### config.mk
export PLATFORM = sky130hd
export DESIGN_NAME = dsrb_readback
export DESIGN_NICKNAME = d
export VERILOG_FILES = /design/src/hdl/dsrb_pkg.sv /design/src/hdl/dsrb_readback.sv /design/src/hdl/dsrb_tick_div.sv
export SDC_FILE = /design/constraint.sdc
export NUM_CORES = 1
export LEC_CHECK = 0
export ABC_AREA = 1
export BUFFER_PORTS_ARGS = -buffer_cell sky130_fd_sc_hd__clkbuf_2
export CAP_MARGIN = 20
export CELL_PAD_IN_SITES_DETAIL_PLACEMENT = 1
export CELL_PAD_IN_SITES_GLOBAL_PLACEMENT = 1
export CORE_MARGIN = 5
export CORE_UTILIZATION = 39
export DETAILED_ROUTE_END_ITERATION = 10
export PLACE_DENSITY_LB_ADDON = 0.15
export SYNTH_ARGS = -nofsm -noshare
export SYNTH_HDL_FRONTEND = slang
export SYNTH_SLANG_ARGS = --single-unit
export TNS_END_PERCENT = 1
### constraint.sdc
create_clock -name i_clk_sys -period 1.4 [get_ports i_clk_sys]
set_input_delay 0.28 -clock i_clk_sys [delete_from_list [all_inputs] [get_ports i_clk_sys]]
set_output_delay 0.28 -clock i_clk_sys [all_outputs]
set_load 0.02 [all_outputs]
### src/hdl/dsrb_pkg.sv
// Package for the diagnostic status readback bank: offsets, fields, resets.
// Assumes a 100 MHz system clock standing in for the internal oscillator.
package dsrb_pkg;

  // ==========================================================================
  // Register offsets (register address field values)
  localparam logic [4:0] OFS_SUMMARY_STATUS = 5'h16;
  localparam logic [4:0] OFS_DIE_REVISION = 5'h17;
  localparam logic [4:0] OFS_OSC_TICK_COUNT = 5'h18;

  // ==========================================================================
  // Common readback word layout
  localparam int REG_W = 22;
  localparam int FAULT_BIT = 21;
  localparam int ADDR_LSB = 16;
  localparam int ADDR_MSB = 20;

  // ==========================================================================
  // Summary status fields
  localparam int DIG_SUM_BIT = 20;
  localparam int ANA_SUM_BIT = 19;
  localparam int WDOG_BIT = 18;
  localparam int CONV_BUSY_BIT = 17;
  localparam int CH_LSB = 12;
  localparam int CH_MSB = 16;
  localparam int DATA_MSB = 11;

  // ==========================================================================
  // Digital and analog flag register layout
  localparam int DIG_FLAGS_W = 16;
  localparam int ANA_FLAGS_W = 14;
  localparam int SLEW_BUSY_BIT = 15;
  localparam int QUIET_LSB = 3;
  localparam int RESET_SEEN_BIT = 15;
  localparam logic [15:0] SLEW_MASK = 16'h0000;

  // ==========================================================================
  // Die revision fields
  localparam int PWR_REV_LSB = 8;
  localparam int PWR_REV_MSB = 10;
  localparam int CORE_REV_MSB = 7;

  // ==========================================================================
  // Reset values
  localparam logic [21:0] RST_SUMMARY_STATUS = 22'h100000;
  localparam logic [21:0] RST_OSC_TICK_COUNT = 22'h180000;
  localparam logic [15:0] RST_TICK_COUNT = 16'h0000;
  localparam logic RST_OSC_MON_EN = 1'b1;

  // ==========================================================================
  // Timing
  localparam int CLK_HZ = 100_000_000;
  localparam int TICK_HZ = 1000;
  localparam int OSC_DIVIDE = 10_000;

  // Read request carried into the bank
  typedef struct packed {
    logic valid;
    logic [4:0] addr;
  } dsrb_rd_req_t;

  // Diagnostic inputs gathered from neighbouring blocks
  typedef struct packed {
    logic [15:0] dig_flags;
    logic [13:0] ana_flags;
    logic slew_busy_pos;
    logic watchdog;
    logic conv_busy;
    logic [4:0] conv_ch;
    logic [11:0] conv_data;
  } dsrb_diag_t;

endpackage

### src/hdl/dsrb_readback.sv
// Readback bank: summary status, die revision and oscillator tick count.
// Assumes flag registers, watchdog and converter live in neighbouring
// blocks and a serial front end issues register reads by address.
// Behaviour
// (RULE1) Bit 21 of each readback word is the inverted fault pin level; unmapped reads here return all zeros.
// (RULE2) Bit 20 ORs digital flags 15..0, skipping slew-in-progress; here bit 15 is skipped only while slew_busy_pos is high.
// (RULE3) Digital summary reads high after reset via the reset-seen flag.
// (RULE4) Quiet enable restricts digital OR to flags 15..3.
// (RULE5) Bit 19 ORs analog flags 13..0.
// (RULE6) Bits 16..12 hold the converter channel of the shown result.
// (RULE7) Bits 11..0 hold the 12-bit converter result for that channel.
// (RULE8) Watchdog flag at bit 18, converter busy at bit 17.
// (RULE9) Id word: power die rev 10..8, core rev 7..0, 15..11 zero.
// (RULE10) Oscillator divided by 10,000 gives a 1 kHz tick; the 100 MHz clock here gives 10 kHz.
// (RULE11) Each tick increments a 16-bit counter read in bits 15..0.
// (RULE12) Monitor runs from reset, gated by an enable defaulting on.
// (RULE13) Host polls the count to check and estimate the oscillator.
// (RULE14) Host clears flags by writing one; summaries follow the flags.
// (RULE15) Counter wraps to zero; reading has no side effect.
`timescale 1ns/10ps
`default_nettype none
module dsrb_readback #(
  parameter int DIVIDE = dsrb_pkg::OSC_DIVIDE,
  parameter int CNT_W = 16,
  parameter logic [2:0] POWER_DIE_REV = 3'h1, // Arbitrary value
  parameter logic [7:0] CORE_DIE_REV = 8'h01 // Arbitrary value
) (
  // Clock and reset
  input wire logic i_clk_sys,
  input wire logic i_resetn,
  // Pins and configuration
  input wire logic i_fault_pin,
  input wire logic i_serial_error_quiet_enable,
  input wire logic i_osc_monitor_enable,
  // Diagnostic sources
  input wire dsrb_pkg::dsrb_diag_t i_diag,
  // Register read port
  input wire dsrb_pkg::dsrb_rd_req_t i_rd,
  output logic o_rd_valid,
  output logic [21:0] o_rd_data,
  output logic o_rd_err,
  // Live summary
  output logic o_digital_diag_summary,
  output logic o_analog_diag_summary
);

  logic tick;
  logic [CNT_W-1:0] tick_cnt_q;
  logic [21:0] status_q;
  logic [21:0] status_d;
  logic dig_or;
  logic ana_or;
  logic [15:0] dig_eff;

  // Builds the common upper bits of each mapped readback word
  function automatic logic [21:0] frame(input logic fault,
                                        input logic [4:0] addr);
    logic [21:0] w;
    w = '0;
    w[dsrb_pkg::FAULT_BIT] = ~fault; // RULE1
    w[dsrb_pkg::ADDR_MSB:dsrb_pkg::ADDR_LSB] = addr;
    return w;
  endfunction

  // ==========================================================================
  // Oscillator monitor
  dsrb_tick_div #(
    .DIVIDE(DIVIDE)
  ) u_div (
    .i_clk_sys(i_clk_sys),
    .i_resetn(i_resetn),
    .i_enable(i_osc_monitor_enable), // RULE12
    .o_tick(tick)
  );

  // Wrap is natural modular arithmetic; reads never touch the count
  always_ff @(posedge i_clk_sys or negedge i_resetn) begin
    if (!i_resetn) begin
      tick_cnt_q <= '0;
    end else if (tick) begin
      tick_cnt_q <= tick_cnt_q + CNT_W'(1); // RULE11 RULE15
    end
  end

  // ==========================================================================
  // Summary logic
  always_comb begin
    dig_eff = i_diag.dig_flags;
    // Slew-in-progress at bit 15 drops out only while slew_busy_pos is high
    if (i_diag.slew_busy_pos) begin
      dig_eff[dsrb_pkg::SLEW_BUSY_BIT] = 1'b0; // RULE2
    end
    if (i_serial_error_quiet_enable) begin
      dig_eff[dsrb_pkg::QUIET_LSB-1:0] = '0; // RULE4
    end
    dig_or = |dig_eff; // RULE2 RULE3
    ana_or = |i_diag.ana_flags; // RULE5
  end

  always_comb begin
    status_d = frame(i_fault_pin, dsrb_pkg::OFS_SUMMARY_STATUS);
    status_d[dsrb_pkg::DIG_SUM_BIT] = dig_or; // RULE2
    status_d[dsrb_pkg::ANA_SUM_BIT] = ana_or; // RULE5
    status_d[dsrb_pkg::WDOG_BIT] = i_diag.watchdog; // RULE8
    status_d[dsrb_pkg::CONV_BUSY_BIT] = i_diag.conv_busy; // RULE8
    status_d[dsrb_pkg::CH_MSB:dsrb_pkg::CH_LSB] = i_diag.conv_ch; // RULE6
    status_d[dsrb_pkg::DATA_MSB:0] = i_diag.conv_data; // RULE7
  end

  // Registered so status follows flag clears one cycle later
  always_ff @(posedge i_clk_sys or negedge i_resetn) begin
    if (!i_resetn) begin
      status_q <= dsrb_pkg::RST_SUMMARY_STATUS; // RULE3
      o_digital_diag_summary <= 1'b1; // RULE3
      o_analog_diag_summary <= 1'b0;
    end else begin
      status_q <= status_d; // RULE14
      o_digital_diag_summary <= dig_or;
      o_analog_diag_summary <= ana_or;
    end
  end

  // ==========================================================================
  // Read port: answer one cycle after the request
  always_ff @(posedge i_clk_sys or negedge i_resetn) begin
    if (!i_resetn) begin
      o_rd_valid <= 1'b0;
      o_rd_data <= '0;
      o_rd_err <= 1'b0;
    end else begin
      o_rd_valid <= i_rd.valid;
      o_rd_err <= 1'b0;
      if (i_rd.valid) begin
        case (i_rd.addr)
          dsrb_pkg::OFS_SUMMARY_STATUS: begin
            o_rd_data <= status_q;
          end
          dsrb_pkg::OFS_DIE_REVISION: begin
            o_rd_data <= frame(i_fault_pin, dsrb_pkg::OFS_DIE_REVISION);
            o_rd_data[dsrb_pkg::PWR_REV_MSB:dsrb_pkg::PWR_REV_LSB] <=
              POWER_DIE_REV; // RULE9
            o_rd_data[dsrb_pkg::CORE_REV_MSB:0] <= CORE_DIE_REV; // RULE9
          end
          dsrb_pkg::OFS_OSC_TICK_COUNT: begin
            o_rd_data <= frame(i_fault_pin, dsrb_pkg::OFS_OSC_TICK_COUNT);
            o_rd_data[CNT_W-1:0] <= tick_cnt_q; // RULE11 RULE13
          end
          default: begin
            // Unmapped address reads zero and flags the miss
            o_rd_data <= '0;
            o_rd_err <= 1'b1;
          end
        endcase
      end
    end
  end

endmodule
`default_nettype wire

### src/hdl/dsrb_tick_div.sv
// Tick divider: one-cycle enable every DIVIDE cycles while enabled.
// Assumes a single clock and an active-low asynchronous reset.
`timescale 1ns/10ps
`default_nettype none
module dsrb_tick_div #(
  parameter int DIVIDE = dsrb_pkg::OSC_DIVIDE
) (
  // Clock and reset
  input wire logic i_clk_sys,
  input wire logic i_resetn,
  // Control
  input wire logic i_enable,
  // Tick
  output logic o_tick
);

  localparam int CW = $clog2(DIVIDE);
  localparam logic [CW-1:0] LAST = CW'(DIVIDE - 1);

  logic [CW-1:0] cnt_q;

  // ==========================================================================
  // Divide counter
  always_ff @(posedge i_clk_sys or negedge i_resetn) begin
    if (!i_resetn) begin
      cnt_q <= '0;
      o_tick <= 1'b0;
    end else if (!i_enable) begin
      cnt_q <= '0;
      o_tick <= 1'b0;
    end else if (cnt_q == LAST) begin
      cnt_q <= '0;
      o_tick <= 1'b1; // RULE10
    end else begin
      cnt_q <= cnt_q + CW'(1);
      o_tick <= 1'b0;
    end
  end

endmodule
`default_nettype wire
==> results of run 1 <==
==> sequential cells by signal, summed over array words and instances, names as in the netlist <==
name	flops
o_rd_valid	1
status_q	22
u_div.o_tick	1
o_rd_err	1
o_rd_data	22
tick_cnt_q	16
u_div.cnt_q	14
==> stage by stage <==
step,total power (W),TNS (ns),hold slack (ns),worst slack [ns],utilization (%)
floorplan,0.00247,0,-0.0156,0.194,-
global placement,0.00268,0,0.214,0.118,47.5
detailed placement,0.00269,0,0.219,0.0335,47.5
CTS,0.00477,0,0.0106,0.00929,50.5
global route,0.00492,-0.0497,0.000763,-0.0330,50.6
finish,0.00471,0,0.0353,0.0758,50.6
==> area by class of cell <==
type / instances / area, µm²
Fill cell: 1050 / 4260
Timing Repair Buffer: 100 / 591
Multi-Input combinational cell: 270 / 1320
Tap cell: 108 / 135
Clock inverter: 7 / 123
Inverter: 40 / 150
Sequential cell: 77 / 1930
Clock buffer: 9 / 124
==> power groups by stage <==
stage	registers (W)	clock network (W)	logic [W]
finish	0.00231	0.00207	0.000325
global route	0.00232	0.00223	0.000365
CTS	0.00231	0.00212	0.000335
detailed placement	0.00236	0	0.000330
global placement	0.00236	0	0.000321
floorplan	0.00238	0	0.0000851
==> cell families after synthesis <==
logic type	synth area share (%)
simple gates	29.4
xor+xnor	4.08
buf+inv	5.79
compound gates	3.53
flops	56.1
fa+ha+maj	1.09
==> cell usage in the layout (no fill, tap or decap), types with 6 or more instances in the layout <==
| cell | synthesis | routed |
|---|---|---|
| a21oi_1 | 6 | 6 |
| nand2_1 | 122 | 121 |
| xor2_1 | 14 | 14 |
| nor4_1 | 6 | 6 |
| nor2_1 | 44 | 43 |
| clkbuf_8 | 0 | 9 |
| o21ai_0 | 14 | 14 |
| nand3_1 | 22 | 22 |
| clkbuf_2 | 0 | 85 |
| nand4_1 | 10 | 10 |
| buf_4 | 0 | 10 |
| inv_1 | 40 | 40 |
| dfrtp_1 | 76 | 75 |
==> layer usage <==
layer | vias to the layer above | share of wire (%)
li1 | 1446 | -
met1 | 1392 | 45
met2 | 70 | 51
met3 | 7 | 4.0
met4 | 0 | 0.59
met5 | - | 0
==> what timing repair did <==
item                                   CTS  global route
hold buffers                             1             0
resized for setup                        0             4
endpoints found under the hold margin   20             0
setup buffers                            0             0
setup endpoints to repair                0             9
==> path summary, 6_finish.rpt <==
| path | from | endpoint | slack, ns | depth (start not counted) |
|---|---|---|---|---|
| worst max-delay path | status_q[20]$_DFF_PN1_ | o_digital_diag_summary | 0.08 | 1 |
| worst min-delay path | i_diag[1] | status_q[1]$_DFF_PN0_ | 0.04 | 1 |
| worst max register to register | tick_cnt_q[2]$_DFFE_PN0P_ | tick_cnt_q[15]$_DFFE_PN0P_ | 0.10 | 7 |
| worst min register to register | tick_cnt_q[13]$_DFFE_PN0P_ | tick_cnt_q[13]$_DFFE_PN0P_ | 0.48 | 2 |
| max in group asynchronous | i_resetn | u_div.cnt_q[10]$_DFF_PN0_ | 0.56 | 3 |
| min in group asynchronous | i_resetn | tick_cnt_q[11]$_DFFE_PN0P_ | 0.38 | 2 |
==> impl_results.md, run 1 <==
* Final Slew Violations at 0
* Grt met3 use at 4.47%
* Final period util at 94.6%
* GRT overflow at 0
* Total Wirelength at 8930 µm
* Part of the power in registers at 49.1%
* Initial antenna violation count at 0
* Final clock skew at 0.00458 ns
* Drt pass-1 iters at 4
* Post-synth top cells: nand2_1 (122), dfrtp_1 (76), nor2_1 (44)
* Initial Util at 39.8%
* Logic pwr share at 6.9%
* Rel. slew slack at 75.1%
* Largest cells by area after synthesis: dfrtp_1 (55%), nand2_1 (13%), nor2_1 (4.8%), inv_1 (4.4%), xor2_1 (3.6%)
* Met1 Usage GRT at 22.4%
* Vias in the first global route at 3229
* Mean Syn Cell Area at 8.73 µm²
* Global-route wire length before repair at 15600 µm
* Buf/Inv on CP at 1
* RSZ-0062 raised after global routing: yes
* Post-synth EDFFs at 0
* H-tree levels at 3
* Crit-path leading delay family: flip-flops
* Inserted Diodes at 0
* FP Rows at 34
* Top_reg_cell synth: dfrtp_1
* Final HPWL DP at 7010 µm
* Critical path launch point type: flop
* Synth unique cells at 26
* CTS Buf Count at 9
* Residual DRC count at 0
* Post-Synthesis Cells at 394
* Final Wtd Congestion at 0.778
* Min Tclk post-route at 1.32 ns
* Async S/R FF share, synth at 100%
* Longest Clk Path Bufs at 2
* Yosys warns at 0
* PwrDens at 1080 nW/µm²
* P_leak at 2.20 nW
* I/O pins at 87
* Cell Count, Final, Fillers Out at 611
* P_sw at 0.00110 W
* Yosys top cell by area: dfrtp_1
* Final Instance Area at 4370 µm²
* Clock Power Share at 44.0%
* Placed cells at 594
* I/O Buffers at 86
* Die extent in x at 104 µm
* # clock sinks at 77
* Critical path class: flop to output pin
* Flops & latches, synth at 77
* Die height at 104 µm
* Fin. Hold Viols at 0
* Critical Path End Type: output pin
* Initial DRC count at 94
* Area Growth Syn to Fin at 27.2%
* Routed len/inst at 14.6 µm
* Root buffer cell: clkbuf_8
* Top-count cell post-synth: nand2_1
* CORE AREA at 8640 µm²
* Gr busiest metal: met2
* Slew of the pin with the lowest slew margin at 0.374 ns
* CP max stage delay at 0.54 ns
* Antenna viol nets, final at 0
* CP max stage cell: dfstp_2
* Hold WC Path Type: input port to flop
* # setup viols final at 0
* Sw Share at 23.4%
* CTS tree: yes
* Critical path, cell by cell: clkbuf_2
* Vias per cell at 4.77
* Net count after synthesis at 458
* Worst path required time at 1.12 ns
* Max Fclk at 755 MHz
* Post-Syn Area at 3440 µm²
* Routed via count at 2915
* Max Fanout on Critical Path at 2
* Pint at 0.00361 W
* Worst skew pair latency at 0.35 ns
* Final net count at 562
* Share of cells above drive strength 1 at 27.0%
* Largest net degree at the start of global routing at 26
* Top cell type's share of synthesized area at 55.3%
* Max-Cap Viols at 0
* Clock slew at reported path FFs at 0.08 ns
* Worst IR Drop VDD at 623 µV
* Post-synthesis sequential area ratio at 56.1%
* M2 GR Usage at 29.6%
* Placement Cell Area at 4110 µm²
* Status: completed
* GRT Util Overall at 17.4%
* CP arrival at 1.04 ns
* Die area at 10800 µm²
Note: power is estimated with default switching activity, not from simulation.
==> run 2: changes to the inputs <==
==> constraint.sdc (replaced) <==
create_clock -name i_clk_sys -period 1.33 [get_ports i_clk_sys]
set_input_delay 0.266 -clock i_clk_sys [delete_from_list [all_inputs] [get_ports i_clk_sys]]
set_output_delay 0.266 -clock i_clk_sys [all_outputs]
set_load 0.02 [all_outputs]
==> run 2 against run 1 <==
Against the previous run: the run now ends with setup timing left; hold slack worse by 0.014 ns; critical path depth increased by 5; largest power group unchanged; critical path type is now flop to flop; clock skew grew 0.0065 ns; cell count rose by 3.8%; wire length grew 11%; register-to-register slack lost 0.11 ns; first-iteration DRC count decreased by 17%; die area did not move; combinational power grew 14%; non-clock buffer count rose by 23; sequential power grew 6%.
==> impl_results.md, run 2 (synthesis gave the netlist of run 1 again) <==
* Clock slew at reported path FFs at 0.08 ns (about the same)
* Drt pass-1 iters at 4 (unchanged)
* GRT overflow at 0 (unchanged)
* CP max stage delay at 0.39 ns (was 0.54 ns)
* CTS Buf Count at 9 (unchanged)
* Violated checks: setup timing
* Global-route wire length before repair at 16500 µm (was 15600 µm)
* Vias in the first global route at 3389 (was 3229)
* Placed cells at 604 (was 594)
* Hold WC Path Type: input port to flop (unchanged)
* CP arrival at 1.58 ns (was 1.04 ns)
* Longest Clk Path Bufs at 2 (unchanged)
* Total power at 0.00506 W (was 0.00471 W)
* CORE AREA at 8640 µm² (unchanged)
* CTS tree: yes (unchanged)
* Initial Util at 39.8% (unchanged)
* Share of cells above drive strength 1 at 31.0% (was 27.0%)
* TNS Setup at -0.00820 ns (was 0 ns)
* Setup ws final at -0.00820 ns (was 0.0758 ns)
* Total Wirelength at 9910 µm (was 8930 µm)
* CP max stage cell: dfrtp_1 (was dfstp_2)
* Reg-to-Reg End: tick_cnt_q[8]$_DFFE_PN0P_ (was tick_cnt_q[15]$_DFFE_PN0P_)
* Fin. Hold Viols at 0 (unchanged)
* Final clock skew at 0.0111 ns (was 0.00458 ns)
* FP Rows at 34 (unchanged)
* Critical path launch point type: flop (unchanged)
* Area Growth Syn to Fin at 35.5% (was 27.2%)
* Inserted Diodes at 0 (unchanged)
* Routed len/inst at 15.6 µm (was 14.6 µm)
* Antenna viol nets, final at 0 (unchanged)
* Final Instance Area at 4660 µm² (was 4370 µm²)
* Residual DRC count at 0 (unchanged)
* Min Tclk post-route at 1.34 ns
* GRT Util Overall at 18.7% (was 17.4%)
* RSZ-0062 raised after global routing: yes (unchanged)
* Final HPWL DP at 7210 µm (was 7010 µm)
* Worst path required time at 1.57 ns (was 1.12 ns)
* Final net count at 585 (was 562)
* Vias per cell at 4.85 (was 4.77)
* Most frequent cells in the layout: nand2_1 (120), clkbuf_2 (84), dfrtp_1 (75), inv_1 (40), nor2_1 (40) (was nand2_1 (121), clkbuf_2 (85), dfrtp_1 (75), nor2_1 (43), inv_1 (40))
* # setup viols final at 1 (was 0)
* Die area at 10800 µm² (unchanged)
* Max Fclk at 747 MHz
* Die height at 104 µm (unchanged)
* Worst skew pair latency at 0.35 ns (about the same)
* Largest net degree at the start of global routing at 37 (was 26)
* Initial antenna violation count at 0 (unchanged)
* Routed via count at 3072 (was 2915)
* Status: finished with violations (was completed)
* Initial DRC count at 78 (was 94)
* Slew of the pin with the lowest slew margin at 0.393 ns (was 0.374 ns)
* I/O pins at 87 (unchanged)
* Critical path class: flop to flop (was flop to output pin)
* Final Slew Violations at 0 (unchanged)
* R2r setup slk at -0.008 ns (was 0.10 ns)
* Cell Count, Final, Fillers Out at 634 (was 611)
* Worst reg2reg startpoint: tick_cnt_q[1]$_DFFE_PN0P_ (was tick_cnt_q[2]$_DFFE_PN0P_)
* Final Wtd Congestion at 0.778 (about the same)
* Setup crit end: tick_cnt_q[8]$_DFFE_PN0P_ (was o_digital_diag_summary)
* Max Fanout on Critical Path at 4 (was 2)
* I/O Buffers at 86 (unchanged)
* Critical Path End Type: flop (was output pin)
* CP Launch Point: tick_cnt_q[1]$_DFFE_PN0P_ (was status_q[20]$_DFF_PN1_)
* # clock sinks at 77 (unchanged)
* Placement Cell Area at 4170 µm² (was 4110 µm²)
* Die extent in x at 104 µm (unchanged)
* Commonest non-fill, non-tap cell in the layout: nand2_1 (unchanged)
* H-tree levels at 3 (unchanged)
* Critical path, cell by cell: ha_2 > nand2_2 > nor2_4 > nand3_4 > o21ai_0 > inv_1 (was clkbuf_2)
* Root buffer cell: clkbuf_8 (unchanged)
* Max-Cap Viols at 0 (unchanged)
* Final Util at 53.9% (was 50.6%)
* P_leak at 2.36 nW (was 2.20 nW)
* PwrDens at 1090 nW/µm² (was 1080 nW/µm²)
* Rel. slew slack at 73.8% (was 75.1%)
* Final period util at 101%
* Worst IR Drop VDD at 585 µV (was 623 µV)
* Top flop regs: o_rd_data x22, status_q x22, tick_cnt_q x16 (unchanged)
* Fillers at 1030 (was 1050)
* Worst-case reg-to-reg path depth at 6 (was 7)
[run 2: cell count changes in the layout (fill, tap and decap cells not counted), sizes merged]
cell	change
buf	+16
clkinvlp	-1
dlygate4sd3	+7
inv	-1
clkbuf	+2
[run 2: worst min-delay path by stage]
stage	startpoint	endpoint	slack, ns	cells past startpoint
after floorplan	i_resetn	o_rd_data[0]$_DFFE_PN0P_	-0.03	0
final	i_diag[13]	status_q[13]$_DFF_PN0_	0.02	1
after global routing	i_diag[18]	status_q[18]$_DFF_PN0_	0.001	1
after CTS	i_diag[2]	status_q[2]$_DFF_PN0_	0.0006	1
after detailed placement	i_resetn	o_rd_data[7]$_DFFE_PN0P_	0.23	1
after global placement	i_resetn	o_rd_data[13]$_DFFE_PN0P_	0.22	1
[run 2: layout make-up]
| cell class | instances | area, µm² | share of cell area, % |
|---|---|---|---|
| Sequential cell | 77 | 1930 | 41.4 |
| Multi-Input combinational cell | 270 | 1410 | 30.2 |
| Timing Repair Buffer | 123 | 781 | 16.8 |
| Clock buffer | 11 | 151 | 3.25 |
| Inverter | 40 | 150 | 3.22 |
| Tap cell | 108 | 135 | 2.90 |
| Clock inverter | 5 | 106 | 2.28 |
[run 2: metal layers]
layer / vias to the layer above / GRT usage, % / share of wire [%]
met5: - / 0 / 0
met4: 0 / 5.74 / 1.8
met3: 16 / 4.35 / 3.8
met2: 67 / 33.4 / 53
met1: 1497 / 22.2 / 41
li1: 1492 / - / -
[run 2: timing repair]
item                       4_1_cts  5_1_grt
cloned                           0        0
resized for setup                4       22
hold buffers                     7        1
pin swaps                        0        8
setup buffers                    0        6
setup endpoints to repair        4       18
hold endpoints to repair        30        1
[run 2: critical path: cells and delay by family (launching register included)]
family	cells	cell delay, ns
simple gates	3	0.33
flops	1	0.39
compound gates	1	0.22
buf+inv	1	0.06
fa+ha+maj	1	0.21
[run 2: power by group]
part	switching [W]	internal [W]
clock	0.000893	0.00135
combinational	0.000210	0.000161
sequential	0.0000346	0.00240
total	0.00114	0.00392
[run 2: metrics by stage]
stage,setup WS [ns],hold slack (ns)
after floorplan,0.124,-0.0296
after global placement,0.0321,0.225
after detailed placement,-0.0126,0.228
after CTS,0.0119,0.000638
after global routing,-0.109,0.00104
final,-0.00820,0.0208
==> run 3: changes to the inputs <==
--- a/config.mk
+++ b/config.mk
@@ -13,6 +13,7 @@
 export CORE_MARGIN = 5
 export CORE_UTILIZATION = 39
 export DETAILED_ROUTE_END_ITERATION = 10
+export GPL_TIMING_DRIVEN = 0
 export PLACE_DENSITY_LB_ADDON = 0.15
 export SYNTH_ARGS = -nofsm -noshare
 export SYNTH_HDL_FRONTEND = slang
==> constraint.sdc (replaced) <==
create_clock -name i_clk_sys -period 1.33 [get_ports i_clk_sys]
set_input_delay 0.266 -clock i_clk_sys [delete_from_list [all_inputs] [get_ports i_clk_sys]]
set_output_delay 0.266 -clock i_clk_sys [all_outputs]
set_load 0.01 [all_outputs]
==> run 3 against run 2 <==
Against the previous run: the flow now finishes without violations; critical path depth rose by 2; combinational power is 6.2% lower; global-route usage fell by 1.5 points; sequential share of layout area rose by 1.0 points; first-iteration DRC count rose by 2.6%; setup slack improved by 0.017 ns; critical path type unchanged.
==> impl_results.md, run 3 (synthesis gave the netlist of run 1 again) <==
* RSZ-0062 raised after global routing: yes (unchanged)
* Part of the power in registers at 51.0% (was 48.2%)
* Max-Cap Viols at 0 (unchanged)
* # clock sinks at 77 (unchanged)
* Residual DRC count at 0 (unchanged)
* Final clock skew at 0.00967 ns (was 0.0111 ns)
* Routed len/inst at 14.3 µm (was 15.6 µm)
* Vias in the first global route at 3201 (was 3389)
* Initial DRC count at 80 (was 78)
* Worst IR Drop VDD at 491 µV (was 585 µV)
* Critical path class: flop to flop (unchanged)
* CTS tree: yes (unchanged)
* Logic pwr share at 7.3% (about the same)
* Longest Clk Path Bufs at 2 (unchanged)
* Critical Path End Type: flop (unchanged)
* Critical path launch point type: flop (unchanged)
* Rel. slew slack at 66.9% (was 73.8%)
* Worst path required time at 1.59 ns (was 1.57 ns)
* Final Instance Area at 4550 µm² (was 4660 µm²)
* Pint at 0.00367 W (was 0.00392 W)
* Final period util at 99.3% (was 101%)
* Routed via count at 2992 (was 3072)
* Die extent in x at 104 µm (unchanged)
* Final Wtd Congestion at 0.798 (was 0.778)
* Buf/Inv on CP at 1 (unchanged)
* Total Wirelength at 8990 µm (was 9910 µm)
* Met1 wire length at 3980 µm (was 4050 µm)
* PwrDens at 1050 nW/µm² (was 1090 nW/µm²)
* Fin. Hold Viols at 0 (unchanged)
* Met3 wire length at 391 µm (was 380 µm)
* I/O pins at 87 (unchanged)
* GRT overflow at 0 (unchanged)
* Drt pass-1 iters at 4 (unchanged)
* Critical path, cell by cell: buf_4 > nand2_2 > nor2_4 > nand2_2 > nor2_4 > nand3_1 > nand2_1 > nand2_1 (was ha_2 > nand2_2 > nor2_4 > nand3_4 > o21ai_0 > inv_1)
* Worst skew pair latency at 0.36 ns (was 0.35 ns)
* Vias per cell at 4.76 (was 4.85)
* Total power at 0.00478 W (was 0.00506 W)
* Clock slew at reported path FFs at 0.08 ns (about the same)
* CTS Buf Count at 9 (unchanged)
* Met2 routed WL at 4510 µm (was 5300 µm)
* Min Tclk post-route at 1.32 ns (was 1.34 ns)
* Global-route wire length before repair at 15300 µm (was 16500 µm)
* Root buffer cell: clkbuf_8 (unchanged)
* CP arrival at 1.58 ns (about the same)
* Largest net degree at the start of global routing at 53 (was 37)
* Max Fanout on Critical Path at 5 (was 4)
* Final Slew Violations at 0 (unchanged)
* Slew of the pin with the lowest slew margin at 0.496 ns (was 0.393 ns)
* I/O Buffers at 86 (unchanged)
* R2r setup slk at 0.009 ns (was -0.008 ns)
* Area Growth Syn to Fin at 32.3% (was 35.5%)
* Initial antenna violation count at 0 (unchanged)
* Die height at 104 µm (unchanged)
* Hold WC Path Type: input port to flop (unchanged)
* CP max stage delay at 0.40 ns (was 0.39 ns)
* GRT Util Overall at 17.2% (was 18.7%)
* Final net count at 579 (was 585)
* FP Rows at 34 (unchanged)
* CORE AREA at 8640 µm² (unchanged)
* P_sw at 0.00111 W (was 0.00114 W)
* Clock Power Share at 41.7% (was 44.4%)
* Die area at 10800 µm² (unchanged)
* Most frequent cells in the layout: nand2_1 (120), clkbuf_2 (85), dfrtp_1 (74), inv_1 (40), nor2_1 (38) (was nand2_1 (120), clkbuf_2 (84), dfrtp_1 (75), inv_1 (40), nor2_1 (40))
* Top sig layer: met4 (unchanged)
* Inserted Diodes at 0 (unchanged)
* Crit-path leading delay family: simple AND/OR/NAND/NOR gates (was flip-flops)
* # setup viols final at 0 (was 1)
* Setup ws final at 0.00884 ns (was -0.00820 ns)
* Initial Util at 39.8% (unchanged)
* Antenna viol nets, final at 0 (unchanged)
* P_leak at 2.24 nW (was 2.36 nW)
* Final Util at 52.7% (was 53.9%)
* H-tree levels at 3 (unchanged)
* Share of cells above drive strength 1 at 28.3% (was 31.0%)
* Max Fclk at 757 MHz (was 747 MHz)
* Top flop regs: o_rd_data x22, status_q x22, tick_cnt_q x16 (unchanged)
* Placement Cell Area at 4030 µm² (was 4170 µm²)
* Sw Share at 23.2% (was 22.5%)
* Pre-CTS setup slack at -0.121 ns (was -0.0126 ns)
* Status: completed (was finished with violations)
* Final HPWL DP at 6620 µm (was 7210 µm)
* Commonest non-fill, non-tap cell in the layout: nand2_1 (unchanged)
* CP max stage cell: dfrtp_2 (was dfrtp_1)
[run 3: per-stage QoR]
| step | hold slack (ns) | std cells | TNS (ns) |
|---|---|---|---|
| floorplan | -0.0296 | 394 | 0 |
| global placement | 0.375 | 588 | -60.33 |
| detailed placement | 0.249 | 589 | -0.727 |
| CTS | 0.00105 | 619 | -0.0286 |
| global route | 0.00406 | 628 | -0.424 |
| finish | 0.0192 | 628 | 0 |
[run 3: layout make-up]
cell class,count,area [µm²]
Buffer,7,48.8
Inverter,40,150
Sequential cell,77,1930
Clock inverter,6,86.3
Tap cell,108,135
Multi-Input combinational cell,270,1390
Timing Repair Buffer,110,673
Clock buffer,10,138
Fill cell,1038,4090
[run 3: routing by layer]
metal / up-vias / global-route usage, %
met1: 1442 / 21.6
met3: 10 / 4.59
met4: 0 / 4.44
met2: 60 / 29.4
met5: - / 0
li1: 1480 / -
[run 3: worst paths after layout]
check,startpoint,endpoint,cells past startpoint
max in group asynchronous,i_resetn,status_q[20]$_DFF_PN1_,3
max,tick_cnt_q[0]$_DFFE_PN0P_,tick_cnt_q[11]$_DFFE_PN0P_,8
max reg2reg,tick_cnt_q[0]$_DFFE_PN0P_,tick_cnt_q[11]$_DFFE_PN0P_,8
min reg2reg,tick_cnt_q[15]$_DFFE_PN0P_,tick_cnt_q[15]$_DFFE_PN0P_,2
min in group asynchronous,i_resetn,tick_cnt_q[11]$_DFFE_PN0P_,2
min,i_diag[11],status_q[11]$_DFF_PN0_,1
[run 3: power by group through the flow]
stage / Sequential [W] / Clock, W / Combinational, W
6_report: 0.00244 / 0.00199 / 0.000348
5_1_grt: 0.00245 / 0.00216 / 0.000393
4_1_cts: 0.00244 / 0.00207 / 0.000344
3_5_place_dp: 0.00248 / 0 / 0.000307
3_3_place_gp: 0.00248 / 0 / 0.000291
2_1_floorplan: 0.00249 / 0 / 0.0000896
[run 3: what timing repair did]
| item | in CTS | in global routing |
|---|---|---|
| endpoints found under the hold margin | 38 | 2 |
| resized for setup | 10 | 12 |
| pin swaps | 0 | 5 |
| buffers inserted | 0 | 7 |
| cloned | 0 | 0 |
| hold buffers | 14 | 2 |
| setup endpoints to repair | 12 | 17 |
